<file path="src/shared/charger_control_pkg.sv">
// shared constants and types for the third charger control word
package charger_control_pkg;

	// ************************************************
	// register map
	// ************************************************
	localparam logic [7:0]  REG_OFFSET      = 8'h4C;
	localparam logic [15:0] REG_RESET       = 16'h0000;
	localparam logic [6:0]  SLAVE_ADDR      = 7'h2A;
	localparam logic [15:0] STRAP_MASK      = 16'h0080;

	// field positions
	localparam int B_NO_REREAD   = 15;
	localparam int B_NO_RELOAD   = 14;
	localparam int B_TERM_LONG   = 13;
	localparam int B_TMO_HI      = 12;
	localparam int B_TMO_LO      = 11;
	localparam int B_FET_OFF     = 10;
	localparam int B_PWR_GAIN    = 9;
	localparam int B_DIODE_EXIT  = 8;
	localparam int B_HOST_MODE   = 7;
	localparam int B_FB_HALF     = 6;
	localparam int B_LOOP_OFF    = 5;
	localparam int B_ABSENT_OFF  = 4;
	localparam int B_MON_REV     = 3;
	localparam int B_DIG_RESET   = 2;
	localparam int B_STRETCH     = 1;
	localparam int B_STARTUP     = 0;

	// ************************************************
	// timing
	// ************************************************
	localparam int CLOCK_KHZ     = 20000;
	localparam int TICK_US       = 500;
	localparam int TICK_CYCLES   = TICK_US * CLOCK_KHZ / 1000;
	localparam int TW            = 20;

	localparam int TERM_SHORT_US = 20000;
	localparam int TERM_LONG_US  = 200000;
	localparam int TMO_0_US      = 175000000;
	localparam int TMO_1_US      = 87500000;
	localparam int TMO_2_US      = 43750000;
	localparam int TMO_3_US      = 5000000;
	localparam int DIODE_0_US    = 40000;
	localparam int DIODE_1_US    = 5000;
	localparam int DIODE_2_US    = 80000;
	localparam int DIODE_3_US    = 1000;
	localparam int START_0_US    = 1300000;
	localparam int START_2_US    = 150000;
	localparam int START_3_US    = 7500;

	localparam logic [TW-1:0] TERM_SHORT_T = TW'(TERM_SHORT_US / TICK_US);
	localparam logic [TW-1:0] TERM_LONG_T  = TW'(TERM_LONG_US / TICK_US);
	localparam logic [TW-1:0] TMO_0_T      = TW'(TMO_0_US / TICK_US);
	localparam logic [TW-1:0] TMO_1_T      = TW'(TMO_1_US / TICK_US);
	localparam logic [TW-1:0] TMO_2_T      = TW'(TMO_2_US / TICK_US);
	localparam logic [TW-1:0] TMO_3_T      = TW'(TMO_3_US / TICK_US);
	localparam logic [TW-1:0] DIODE_0_T    = TW'(DIODE_0_US / TICK_US);
	localparam logic [TW-1:0] DIODE_1_T    = TW'(DIODE_1_US / TICK_US);
	localparam logic [TW-1:0] DIODE_2_T    = TW'(DIODE_2_US / TICK_US);
	localparam logic [TW-1:0] DIODE_3_T    = TW'(DIODE_3_US / TICK_US);
	localparam logic [TW-1:0] START_0_T    = TW'(START_0_US / TICK_US);
	localparam logic [TW-1:0] START_2_T    = TW'(START_2_US / TICK_US);
	localparam logic [TW-1:0] START_3_T    = TW'(START_3_US / TICK_US);

	// ************************************************
	// serial engine
	// ************************************************
	localparam logic [3:0] BITS_PER_BYTE = 4'h8;

	typedef enum logic [7:0] {
		ST_IDLE   = 8'h01,
		ST_ADDR   = 8'h02,
		ST_CMD    = 8'h04,
		ST_WLO    = 8'h08,
		ST_WHI    = 8'h10,
		ST_RLO    = 8'h20,
		ST_RHI    = 8'h40,
		ST_IGNORE = 8'h80
	} bus_state_e;

endpackage

</file>
<file path="src/logic/interval_timer.sv">
// tick-driven interval timer with saturating count and expiry flag
`timescale 1ns/1ps
module interval_timer
	import charger_control_pkg::*;
(
	// clock and reset
	input  wire logic          clock_i,
	input  wire logic          reset_n_i,
	// control
	input  wire logic          tick_i,
	input  wire logic          run_i,
	input  wire logic [TW-1:0] limit_i,
	// status
	output logic               expired_o
);

	logic [TW-1:0] count_q;

	always_ff @(posedge clock_i or negedge reset_n_i) begin
		if (!reset_n_i) begin
			count_q <= '0;
		end else if (!run_i) begin
			count_q <= '0;
		end else if (tick_i && count_q < limit_i) begin
			count_q <= count_q + TW'(1);
		end
	end

	always_ff @(posedge clock_i or negedge reset_n_i) begin
		if (!reset_n_i) begin
			expired_o <= 1'b0;
		end else begin
			expired_o <= run_i && count_q >= limit_i;
		end
	end

endmodule

</file>
<file path="src/logic/charger_control_word_three.sv">
// third charger control word with its serial bus slave and timers
// How it works
// - bit 15 zero requests strap reread on adapter insertion; one suppresses it
// - bit 14 zero reloads input limit one on adapter insertion; one leaves it
// - bit 13 picks termination time: 20 ms or 200 ms
// - bits 12:11 pick charger timeout 175, 87.5, 43.75 or 5 s
// - bit 10 one forces the battery FET gate off
// - bit 9 one halves the system power monitor gain
// - bit 8 with seventh word bit 7 picks diode exit 40/5/80/1 ms
// - bit 7 zero autonomous, one host charge control; reset value from strap
// - bit 6 one halves the current feedback gain
// - bit 5 one disables input current limit loops both directions
// - bit 4 one disables forward input loop while battery absent
// - bit 3 one monitors reverse output and discharge current
// - writing one to bit 2 returns all registers to defaults
// - bit 1 with fourth word bit 8 picks stretch 0.6x/1x/3x/2x
// - bit 0 with second word bit 13 picks start-up 1.3 s/150/7.5 ms
`timescale 1ns/1ps
module charger_control_word_three
	import charger_control_pkg::*;
#(
	parameter int TICK_LEN = TICK_CYCLES
) (
	// clock and reset
	input  wire logic       clock_i,
	input  wire logic       reset_n_i,
	// serial bus pins
	input  wire logic       scl_i,
	input  wire logic       sda_i,
	output logic            sda_o,
	output logic            sda_oe_o,
	// system inputs
	input  wire logic       strap_host_mode_i,
	input  wire logic       adapter_insert_i,
	input  wire logic       battery_absent_flag_i,
	input  wire logic       charge_write_i,
	input  wire logic       term_condition_i,
	input  wire logic       low_discharge_i,
	input  wire logic       reverse_request_i,
	input  wire logic       seventh_control_word_b7_i,
	input  wire logic       fourth_control_word_b8_i,
	input  wire logic       second_control_word_b13_i,
	// control outputs
	output logic            strap_reread_o,
	output logic            reload_limit_o,
	output logic            battery_fet_gate_off_o,
	output logic            power_gain_half_o,
	output logic            host_charge_mode_o,
	output logic            feedback_gain_half_o,
	output logic            fwd_loop_en_o,
	output logic            rev_loop_en_o,
	output logic            monitor_reverse_o,
	output logic [1:0]      stretch_code_o,
	output logic            digital_reset_o,
	// timer outputs
	output logic            charger_timeout_o,
	output logic            term_done_o,
	output logic            diode_exit_o,
	output logic            reverse_ready_o
);

	// ************************************************
	// register and strap capture
	// ************************************************
	logic [15:0]    reg_q;
	logic           strap_loaded_q;
	logic           write_go;
	logic [15:0]    write_data;

	always_ff @(posedge clock_i or negedge reset_n_i) begin
		if (!reset_n_i) begin
			strap_loaded_q <= 1'b0;
		end else if (write_go && write_data[B_DIG_RESET]) begin
			strap_loaded_q <= 1'b0;
		end else begin
			strap_loaded_q <= 1'b1;
		end
	end

	always_ff @(posedge clock_i or negedge reset_n_i) begin
		if (!reset_n_i) begin
			reg_q <= REG_RESET;
		end else if (!strap_loaded_q) begin
			reg_q <= REG_RESET | (strap_host_mode_i ? STRAP_MASK : 16'h0000);
		end else if (write_go && write_data[B_DIG_RESET]) begin
			reg_q <= REG_RESET;
		end else if (write_go) begin
			reg_q <= write_data & ~(16'h0001 << B_DIG_RESET);
		end
	end

	// ************************************************
	// serial bus slave
	// ************************************************
	bus_state_e     state_q;
	logic           scl_q;
	logic           sda_q;
	logic [3:0]     bit_q;
	logic           ack_q;
	logic [7:0]     shift_q;
	logic [7:0]     cmd_q;
	logic [7:0]     lo_q;
	logic [15:0]    read_word;
	logic           scl_rise;
	logic           scl_fall;
	logic           start_seen;
	logic           stop_seen;

	assign scl_rise   = scl_i && !scl_q;
	assign scl_fall   = !scl_i && scl_q;
	assign start_seen = scl_i && scl_q && sda_q && !sda_i;
	assign stop_seen  = scl_i && scl_q && !sda_q && sda_i;
	assign read_word  = (cmd_q == REG_OFFSET) ? reg_q : 16'h0000;
	assign write_go   = state_q == ST_WHI && scl_fall && bit_q == BITS_PER_BYTE && !ack_q
		&& cmd_q == REG_OFFSET;
	assign write_data = {shift_q, lo_q};

	always_ff @(posedge clock_i or negedge reset_n_i) begin
		if (!reset_n_i) begin
			scl_q <= 1'b1;
			sda_q <= 1'b1;
			sda_o <= 1'b0;
		end else begin
			scl_q <= scl_i;
			sda_q <= sda_i;
			sda_o <= 1'b0;
		end
	end

	always_ff @(posedge clock_i or negedge reset_n_i) begin
		if (!reset_n_i) begin
			state_q  <= ST_IDLE;
			bit_q    <= '0;
			ack_q    <= 1'b0;
			shift_q  <= '0;
			cmd_q    <= '0;
			lo_q     <= '0;
			sda_oe_o <= 1'b0;
		end else if (start_seen) begin
			state_q  <= ST_ADDR;
			bit_q    <= '0;
			ack_q    <= 1'b0;
			sda_oe_o <= 1'b0;
		end else if (stop_seen) begin
			state_q  <= ST_IDLE;
			sda_oe_o <= 1'b0;
		end else begin
			case (state_q)
				ST_ADDR, ST_CMD, ST_WLO, ST_WHI: begin
					if (scl_rise && bit_q < BITS_PER_BYTE) begin
						shift_q <= {shift_q[6:0], sda_i};
						bit_q   <= bit_q + 4'h1;
					end else if (scl_fall && bit_q == BITS_PER_BYTE && !ack_q) begin
						if (state_q == ST_ADDR && shift_q[7:1] != SLAVE_ADDR) begin
							state_q <= ST_IGNORE;
						end else begin
							ack_q    <= 1'b1;
							sda_oe_o <= 1'b1;
							if (state_q == ST_CMD) begin
								cmd_q <= shift_q;
							end else if (state_q == ST_WLO) begin
								lo_q <= shift_q;
							end
						end
					end else if (scl_fall && ack_q) begin
						ack_q    <= 1'b0;
						bit_q    <= '0;
						sda_oe_o <= 1'b0;
						if (state_q == ST_ADDR && shift_q[0]) begin
							state_q  <= ST_RLO;
							shift_q  <= read_word[7:0];
							sda_oe_o <= !read_word[7];
						end else if (state_q == ST_ADDR) begin
							state_q <= ST_CMD;
						end else if (state_q == ST_CMD) begin
							state_q <= ST_WLO;
						end else if (state_q == ST_WLO) begin
							state_q <= ST_WHI;
						end else begin
							state_q <= ST_IGNORE;
						end
					end
				end
				ST_RLO, ST_RHI: begin
					if (scl_rise && bit_q < BITS_PER_BYTE) begin
						bit_q <= bit_q + 4'h1;
					end else if (scl_rise && ack_q && sda_i) begin
						state_q <= ST_IGNORE;
					end else if (scl_fall && bit_q < BITS_PER_BYTE) begin
						shift_q  <= {shift_q[6:0], 1'b0};
						sda_oe_o <= !shift_q[6];
					end else if (scl_fall && !ack_q) begin
						ack_q    <= 1'b1;
						sda_oe_o <= 1'b0;
					end else if (scl_fall && ack_q && state_q == ST_RLO) begin
						ack_q    <= 1'b0;
						bit_q    <= '0;
						state_q  <= ST_RHI;
						shift_q  <= read_word[15:8];
						sda_oe_o <= !read_word[15];
					end else if (scl_fall && ack_q) begin
						state_q <= ST_IGNORE;
					end
				end
				default: begin
					sda_oe_o <= 1'b0;
				end
			endcase
		end
	end

	// ************************************************
	// tick divider and timers
	// ************************************************
	logic [15:0]    div_q;
	logic           tick_q;
	logic [TW-1:0]  term_limit;
	logic [TW-1:0]  tmo_limit;
	logic [TW-1:0]  diode_limit;
	logic [TW-1:0]  start_limit;

	always_ff @(posedge clock_i or negedge reset_n_i) begin
		if (!reset_n_i) begin
			div_q  <= '0;
			tick_q <= 1'b0;
		end else begin
			tick_q <= div_q == 16'(TICK_LEN - 1);
			div_q  <= (div_q == 16'(TICK_LEN - 1)) ? 16'h0000 : div_q + 16'h0001;
		end
	end

	always_comb begin
		term_limit = reg_q[B_TERM_LONG] ? TERM_LONG_T : TERM_SHORT_T;
		case (reg_q[B_TMO_HI:B_TMO_LO])
			2'b00:   tmo_limit = TMO_0_T;
			2'b01:   tmo_limit = TMO_1_T;
			2'b10:   tmo_limit = TMO_2_T;
			default: tmo_limit = TMO_3_T;
		endcase
		case ({reg_q[B_DIODE_EXIT], seventh_control_word_b7_i})
			2'b00:   diode_limit = DIODE_0_T;
			2'b01:   diode_limit = DIODE_1_T;
			2'b10:   diode_limit = DIODE_2_T;
			default: diode_limit = DIODE_3_T;
		endcase
		case ({second_control_word_b13_i, reg_q[B_STARTUP]})
			2'b10:   start_limit = START_2_T;
			2'b11:   start_limit = START_3_T;
			default: start_limit = START_0_T;
		endcase
	end

	interval_timer u_timeout (
		.clock_i   (clock_i),
		.reset_n_i (reset_n_i),
		.tick_i    (tick_q),
		.run_i     (reg_q[B_HOST_MODE] && !charge_write_i),
		.limit_i   (tmo_limit),
		.expired_o (charger_timeout_o)
	);

	interval_timer u_term (
		.clock_i   (clock_i),
		.reset_n_i (reset_n_i),
		.tick_i    (tick_q),
		.run_i     (!reg_q[B_HOST_MODE] && term_condition_i),
		.limit_i   (term_limit),
		.expired_o (term_done_o)
	);

	interval_timer u_diode (
		.clock_i   (clock_i),
		.reset_n_i (reset_n_i),
		.tick_i    (tick_q),
		.run_i     (low_discharge_i),
		.limit_i   (diode_limit),
		.expired_o (diode_exit_o)
	);

	interval_timer u_start (
		.clock_i   (clock_i),
		.reset_n_i (reset_n_i),
		.tick_i    (tick_q),
		.run_i     (reverse_request_i),
		.limit_i   (start_limit),
		.expired_o (reverse_ready_o)
	);

	// ************************************************
	// registered control outputs
	// ************************************************
	always_ff @(posedge clock_i or negedge reset_n_i) begin
		if (!reset_n_i) begin
			strap_reread_o         <= 1'b0;
			reload_limit_o         <= 1'b0;
			battery_fet_gate_off_o <= 1'b0;
			power_gain_half_o      <= 1'b0;
			host_charge_mode_o     <= 1'b0;
			feedback_gain_half_o   <= 1'b0;
			fwd_loop_en_o          <= 1'b0;
			rev_loop_en_o          <= 1'b0;
			monitor_reverse_o      <= 1'b0;
			stretch_code_o         <= 2'b00;
			digital_reset_o        <= 1'b0;
		end else begin
			strap_reread_o         <= adapter_insert_i && !reg_q[B_NO_REREAD];
			reload_limit_o         <= adapter_insert_i && !reg_q[B_NO_RELOAD];
			battery_fet_gate_off_o <= reg_q[B_FET_OFF];
			power_gain_half_o      <= reg_q[B_PWR_GAIN];
			host_charge_mode_o     <= reg_q[B_HOST_MODE];
			feedback_gain_half_o   <= reg_q[B_FB_HALF];
			rev_loop_en_o          <= !reg_q[B_LOOP_OFF];
			fwd_loop_en_o          <= !reg_q[B_LOOP_OFF] &&
				!(reg_q[B_ABSENT_OFF] && battery_absent_flag_i);
			monitor_reverse_o      <= reg_q[B_MON_REV];
			stretch_code_o         <= {reg_q[B_STRETCH], fourth_control_word_b8_i};
			digital_reset_o        <= write_go && write_data[B_DIG_RESET];
		end
	end
endmodule

</file>
<file path="config.mk">
export PLATFORM = sky130hd
export DESIGN_NAME = charger_control_word_three
export DESIGN_NICKNAME = d
export VERILOG_FILES = /design/src/shared/charger_control_pkg.sv /design/src/logic/interval_timer.sv /design/src/logic/charger_control_word_three.sv
export SDC_FILE = /design/constraint.sdc
export NUM_CORES = 1
export LEC_CHECK = 0
export BUFFER_PORTS_ARGS = -buffer_cell sky130_fd_sc_hd__buf_2
export CELL_PAD_IN_SITES_DETAIL_PLACEMENT = 1
export CELL_PAD_IN_SITES_GLOBAL_PLACEMENT = 2
export CORE_MARGIN = 5
export CORE_UTILIZATION = 41
export DETAILED_ROUTE_END_ITERATION = 7
export PLACE_DENSITY_LB_ADDON = 0.1
export SYNTH_ARGS = -nofsm -noshare
export SYNTH_HDL_FRONTEND = slang
export SYNTH_HIERARCHICAL = 1
export SYNTH_SLANG_ARGS = --single-unit
</file>
<file path="constraint.sdc">
create_clock -name clock_i -period 3.6 [get_ports clock_i]
set_clock_uncertainty 0.05 [all_clocks]
set_input_delay 0.72 -clock clock_i [delete_from_list [all_inputs] [get_ports clock_i]]
set_output_delay 0.72 -clock clock_i [all_outputs]
set_load 0.01 [all_outputs]
</file>
* Word-level counts from Yosys, hierarchy flattened
Cells that the tools add are included. W data, S select, Z words.
Storage, ports and cells: register bits after elaboration 170, output and inout port bits 18, bits of input ports 14
Cells by class: add/subtract/negate cells 6, equal/unequal tests 52, bitwise gates (word level) 5, magnitude comparators 9, multiplexer cells 81, reduce and logical (&&, ||, !) cells 65
Operator list (number):
- $mux W8 | 26
- $mux W20 | 8
- $add A20 B1 Y20 const B | 4
- $mux W16 | 5
- $pmux W19 S3 | 1
- $ne A4 B4 Y1 const B | 12
- $mux W4 | 10
- $logic_and A1 B1 Y1 | 37
- $pmux W8 S2 | 2
- $ne A3 B3 Y1 const B | 9
- $ne A5 B5 Y1 const B | 5
- $pmux W12 S2 | 1
- $pmux W8 S3 | 1
- $reduce_and A8 Y1 | 3
- $mux W1 | 23
- $ge A20 B12 Y1 | 1
- $ge A20 B19 Y1 | 1
- $ge A20 B8 Y1 | 1
- $ge A20 B9 Y1 | 1
- $lt A20 B12 Y1 | 1
- $lt A20 B19 Y1 | 1
- $lt A20 B8 Y1 | 1
- $lt A20 B9 Y1 | 1
- $add A16 B1 Y16 const B | 1
- 32 further kinds | 62

* Logic depth before layout (Yosys ltp)
depth after elaboration 12, mapped depth 14, depth with buffers taken out 12

* Hierarchy
Netlist, hierarchy kept.
Modules (own cells, without submodules):
- interval_timer (u_diode ...) | cells each 205, area each 1762.9 um^2, times used 3
- charger_control_word_three | cells each 399, area each 4230.3 um^2, times used 1
- interval_timer (u_timeout) | cells each 204, area each 1741.7 um^2, times used 1

* Worst setup path before layout
Ideal clock, no wire load.
path type register to register, start register reg_q[12], end register u_timeout.count_q[10], arrival time 2.547 ns, buffers on the path 1, cell stages (with the launch flop) 13, slack 0.925 ns, clock period less this slack 2.675 ns, required time 3.472 ns, setup time 0.078 ns, path through dfrtp_1 inv_1 ha_1 or2_2 inv_1 ha_1 nand4_2 nor3_1 a21oi_2 o311ai_4 buf_6 or4_1 a21oi_1
Between the ends: word-level cells in the longest chain between the ends 5, elaborated cells between the ends (all ways) 7, classes of those cells 1 x order compare; 3 x eq/ne; 1 x mux; 2 x reduce/logical
Ends and longest elaborated chain:
- from (decl) | RTL line charger_control_word_three.sv:65 | logic [15:0] reg_q;
- from (signal assigned) | RTL line charger_control_word_three.sv:84 | reg_q <= REG_RESET | (strap_host_mode_i ? STRAP_MASK : 16'h0000);
- from (signal assigned) | RTL line charger_control_word_three.sv:88 | reg_q <= write_data & ~(16'h0001 << B_DIG_RESET);
- $eq A2 B2 Y1, or another cell as far along | RTL line charger_control_word_three.sv:234 | case (reg_q[B_TMO_HI:B_TMO_LO])
- $pmux W19 S3 * | RTL line charger_control_word_three.sv:234
- net tmo_limit[11] | RTL line charger_control_word_three.sv:218 | logic [TW-1:0] tmo_limit;
- $lt A20 B19 Y1 * | RTL line interval_timer.sv:24 | end else if (tick_i && count_q < limit_i) begin
- $logic_and A1 B1 Y1 * | RTL line interval_timer.sv:24
- $ne A2 B2 Y1 (no source line) *
- to (signal assigned) | RTL line interval_timer.sv:25 | count_q <= count_q + TW'(1);
- to (decl) | RTL line interval_timer.sv:17 | logic [TW-1:0] count_q;
The timed path passes the listed nets; every way through them passes the cells marked *. A chain may end at the register's enable or synchronous reset.

* Worst setup path in the final report
start register reg_q[11], end register u_timeout.count_q[18]
The elaborated chain is that of the path after synthesis.

==> results.md <==
- Grt ovf: 0
- Post-Syn Area per Cell: between 9 and 10 um2
- Required time of the critical path: 3.90 ns
- FFs w/ async S/R, synth: 1.00
- Origin of the critical flop-to-flop path: reg_q[11]
- Pleak: around 5.6 nW
- Row cnt: 60
- Critical path endpoint category: flip-flop
- Vias per cell: about 5.6
- CTS max path bufs: 2
- Cells after synthesis: around 1,200
- Vias in the first global route: roughly 9,500
- Routed Antenna Nets: 0
- Final setup TNS: 0 ns
- Ys flop type: dfrtp_1
- Critical path class: reg2reg
- Total CTS buffers: 17
- Clock sinks: roughly 170
- Core region area: 0.0270 mm2
- Critical Path AT: around 3.5 ns
- Post-synth EDFFs: 0
- # resized after CTS: 0
- Crit-path max FO: 24
- Sequential-to-total area share from yosys stat: 0.376
- Peak supply drop: 0.255 mV
- Final Routed Wirelength: 28,900 um
- Final Hold Violating Endpoints: 0
- Count of different cell masters after synthesis: 70
- Ys Warns: 6
- Max-slew violations: 0
- Die ar.: between 0.03 and 0.04 mm2
- Setup WS pre-CTS: around 0.42 ns
- Net count, final: around 1,400
- Area Growth Syn to Fin: 10.3%
- # Max-Cap Violations: 0
- Htree depth: 4
- CTS tree: built
- Die width: between 150 and 200 um
- RSZ-0062 raised after global routing: no
- First-pass GRT wire length: 49,600 um
- Outcome: completed
- Crit path from: reg_q[11]
- Commonest non-fill, non-tap cell in the layout: dfrtp_1
- Critical Path Start Type: flip-flop
- Detailed Place HPWL: 20,900 um
- F_max: around 320 MHz
- Pin count of the biggest net entering global routing: 77
- Power per Cell Area: 327 mW/mm2
- Worst hold slack: roughly 0.24 ns
- Rel. slew slack: 0.223
- Initial antenna violation count: 0
- Port buffer count: 30
- Worst-margin pin slew: approximately 1.2 ns
- Gpl congestion: slightly below 0.8
- Drt first pass iters: 5
- CTS clk-pin slew, worst paths: about 0.070 ns
- # DRC: 0
- Number of antenna diodes: 0
- Hold WC Path Type: in2async
- Most frequent cells in the layout: 166 x dfrtp_1, 117 x inv_1, 114 x nand2_1
- Clock period minus worst slack: about 3.2 ns
- Initial core utilization: 0.417
- Fin crit share: 0.877
- Post-CTS Hold Buffers: 0
- Yosys reg bits: between 150 and 200
- Avg WL per Cell: about 18 um
- Ports: 32
- Clock latency on the worst-skew pair: ~0.43 ns
- Root Buffer: clkbuf_16
- Final worst setup slack: roughly 0.44 ns
- Mapped Area: 0.0113 mm2
- Die Y: roughly 180 um
- GR Util All Layers: 0.193
- Final Setup Violations: 0
- Setup bufs post-CTS: 0
- Fraction of layout cells with a size suffix above 1: 0.124
- Iter 0 DRT Violations: between 500 and 600
- Via Count: ~9,200
[cells in the mapped netlist, drive strengths merged, types with 7 or more instances]
cell type	n	area [um2]
a31oi	7	43.8
mux2	26	293
nor4	18	138
a21oi	98	558
nor2b	12	75.1
buf	29	244
o31ai	59	443
nand4	45	332
o21ai	37	211
nand2b	29	181
and3	23	144
nand3	53	280
or3	11	68.8
or4	50	379
mux2i	24	240
inv	117	439
a22o	18	158
nor3	30	170
clkbuf	21	78.8
dfrtp	166	4150
nand2	114	428
xor2	13	114
nor2	56	210
ha	93	1160
[sequential cells by signal (all words and copies together) (netlist names), 2 cells and up]
name,cells
reg_q,15
shift_q,8
u_term/count_q,20
bit_q,4
u_start/count_q,20
stretch_code_o,2
lo_q,8
cmd_q,8
div_q,16
u_diode/count_q,20
state_q,8
u_timeout/count_q,20
[layer usage]
layer	global-route usage	up-vias	share of wire
met3	0.0263	14	0.016
met1	0.279	4598	0.51
met5	0	-	0
li1	-	4526	-
met2	0.313	67	0.47
met4	0.0348	0	0.0067
[critical path, stage by stage (launching register included)]
cell and delay, ns:
dfrtp_1 0.44, inv_1 0.16, ha_1 0.21, nor2_1 0.06
nor2_1 0.17, inv_1 0.07, ha_1 0.31, nand4_2 0.16
nor4_2 0.08, o21ai_1 0.16, nand3_2 0.42, or4_1 0.62
a21oi_1 0.17
[report_power, final]
part | switching [mW] | internal (mW) | leakage (nW) | total (mW)
logic | 0.185 | 0.0930 | 3.05 | 0.278
clock network | 0.825 | 1.00 | 0.280 | 1.83
registers | 0.0372 | 1.92 | 2.30 | 1.96
total | 1.05 | 3.02 | 5.64 | 4.06
[worst paths after layout]
kind                            depth (start not counted)                    end  slack (ns)
worst max-delay path                                   12  u_timeout/count_q[18]        0.44
worst min-delay path                                    1    u_timeout/expired_o        0.24
worst max register to register                         12  u_timeout/count_q[18]        0.44
worst min register to register                          0   feedback_gain_half_o        0.37
max in group asynchronous                               2             state_q[0]        2.44
min in group clock_i                                    1      stretch_code_o[0]        0.35
[final cells by class]
cell class,count,area [um2]
multi-input cells,927,6430
fillers,3129,14600
clock inverters,11,111
well taps,341,427
inverters,117,439
clock buffers,20,457
flip-flops and latches,169,4230
repair buffers,50,322
[cells by family after synthesis]
group / Yosys count / synth area share
buf+inv: 167 / 0.0677
flops: 169 / 0.376
compound gates: 252 / 0.158
simple gates: 468 / 0.234
fa+ha+maj: 93 / 0.103
other cells: 2 / 0.000667
xor+xnor: 17 / 0.0132
mux: 50 / 0.0473
[stage by stage]
| step | cells | total power, mW | utilization | cell area (um2) |
|---|---|---|---|---|
| floorplan | 1263 | 2.16 | - | 11400 |
| global placement | 1604 | 2.27 | 0.439 | 11900 |
| detailed placement | 1604 | 2.28 | 0.439 | 11900 |
| CTS | 1635 | 4.14 | 0.460 | 12400 |
| global route | 1635 | 4.26 | 0.460 | 12400 |
| finish | 1635 | 4.06 | 0.460 | 12400 |
Note: power is estimated with default switching activity, not from simulation.
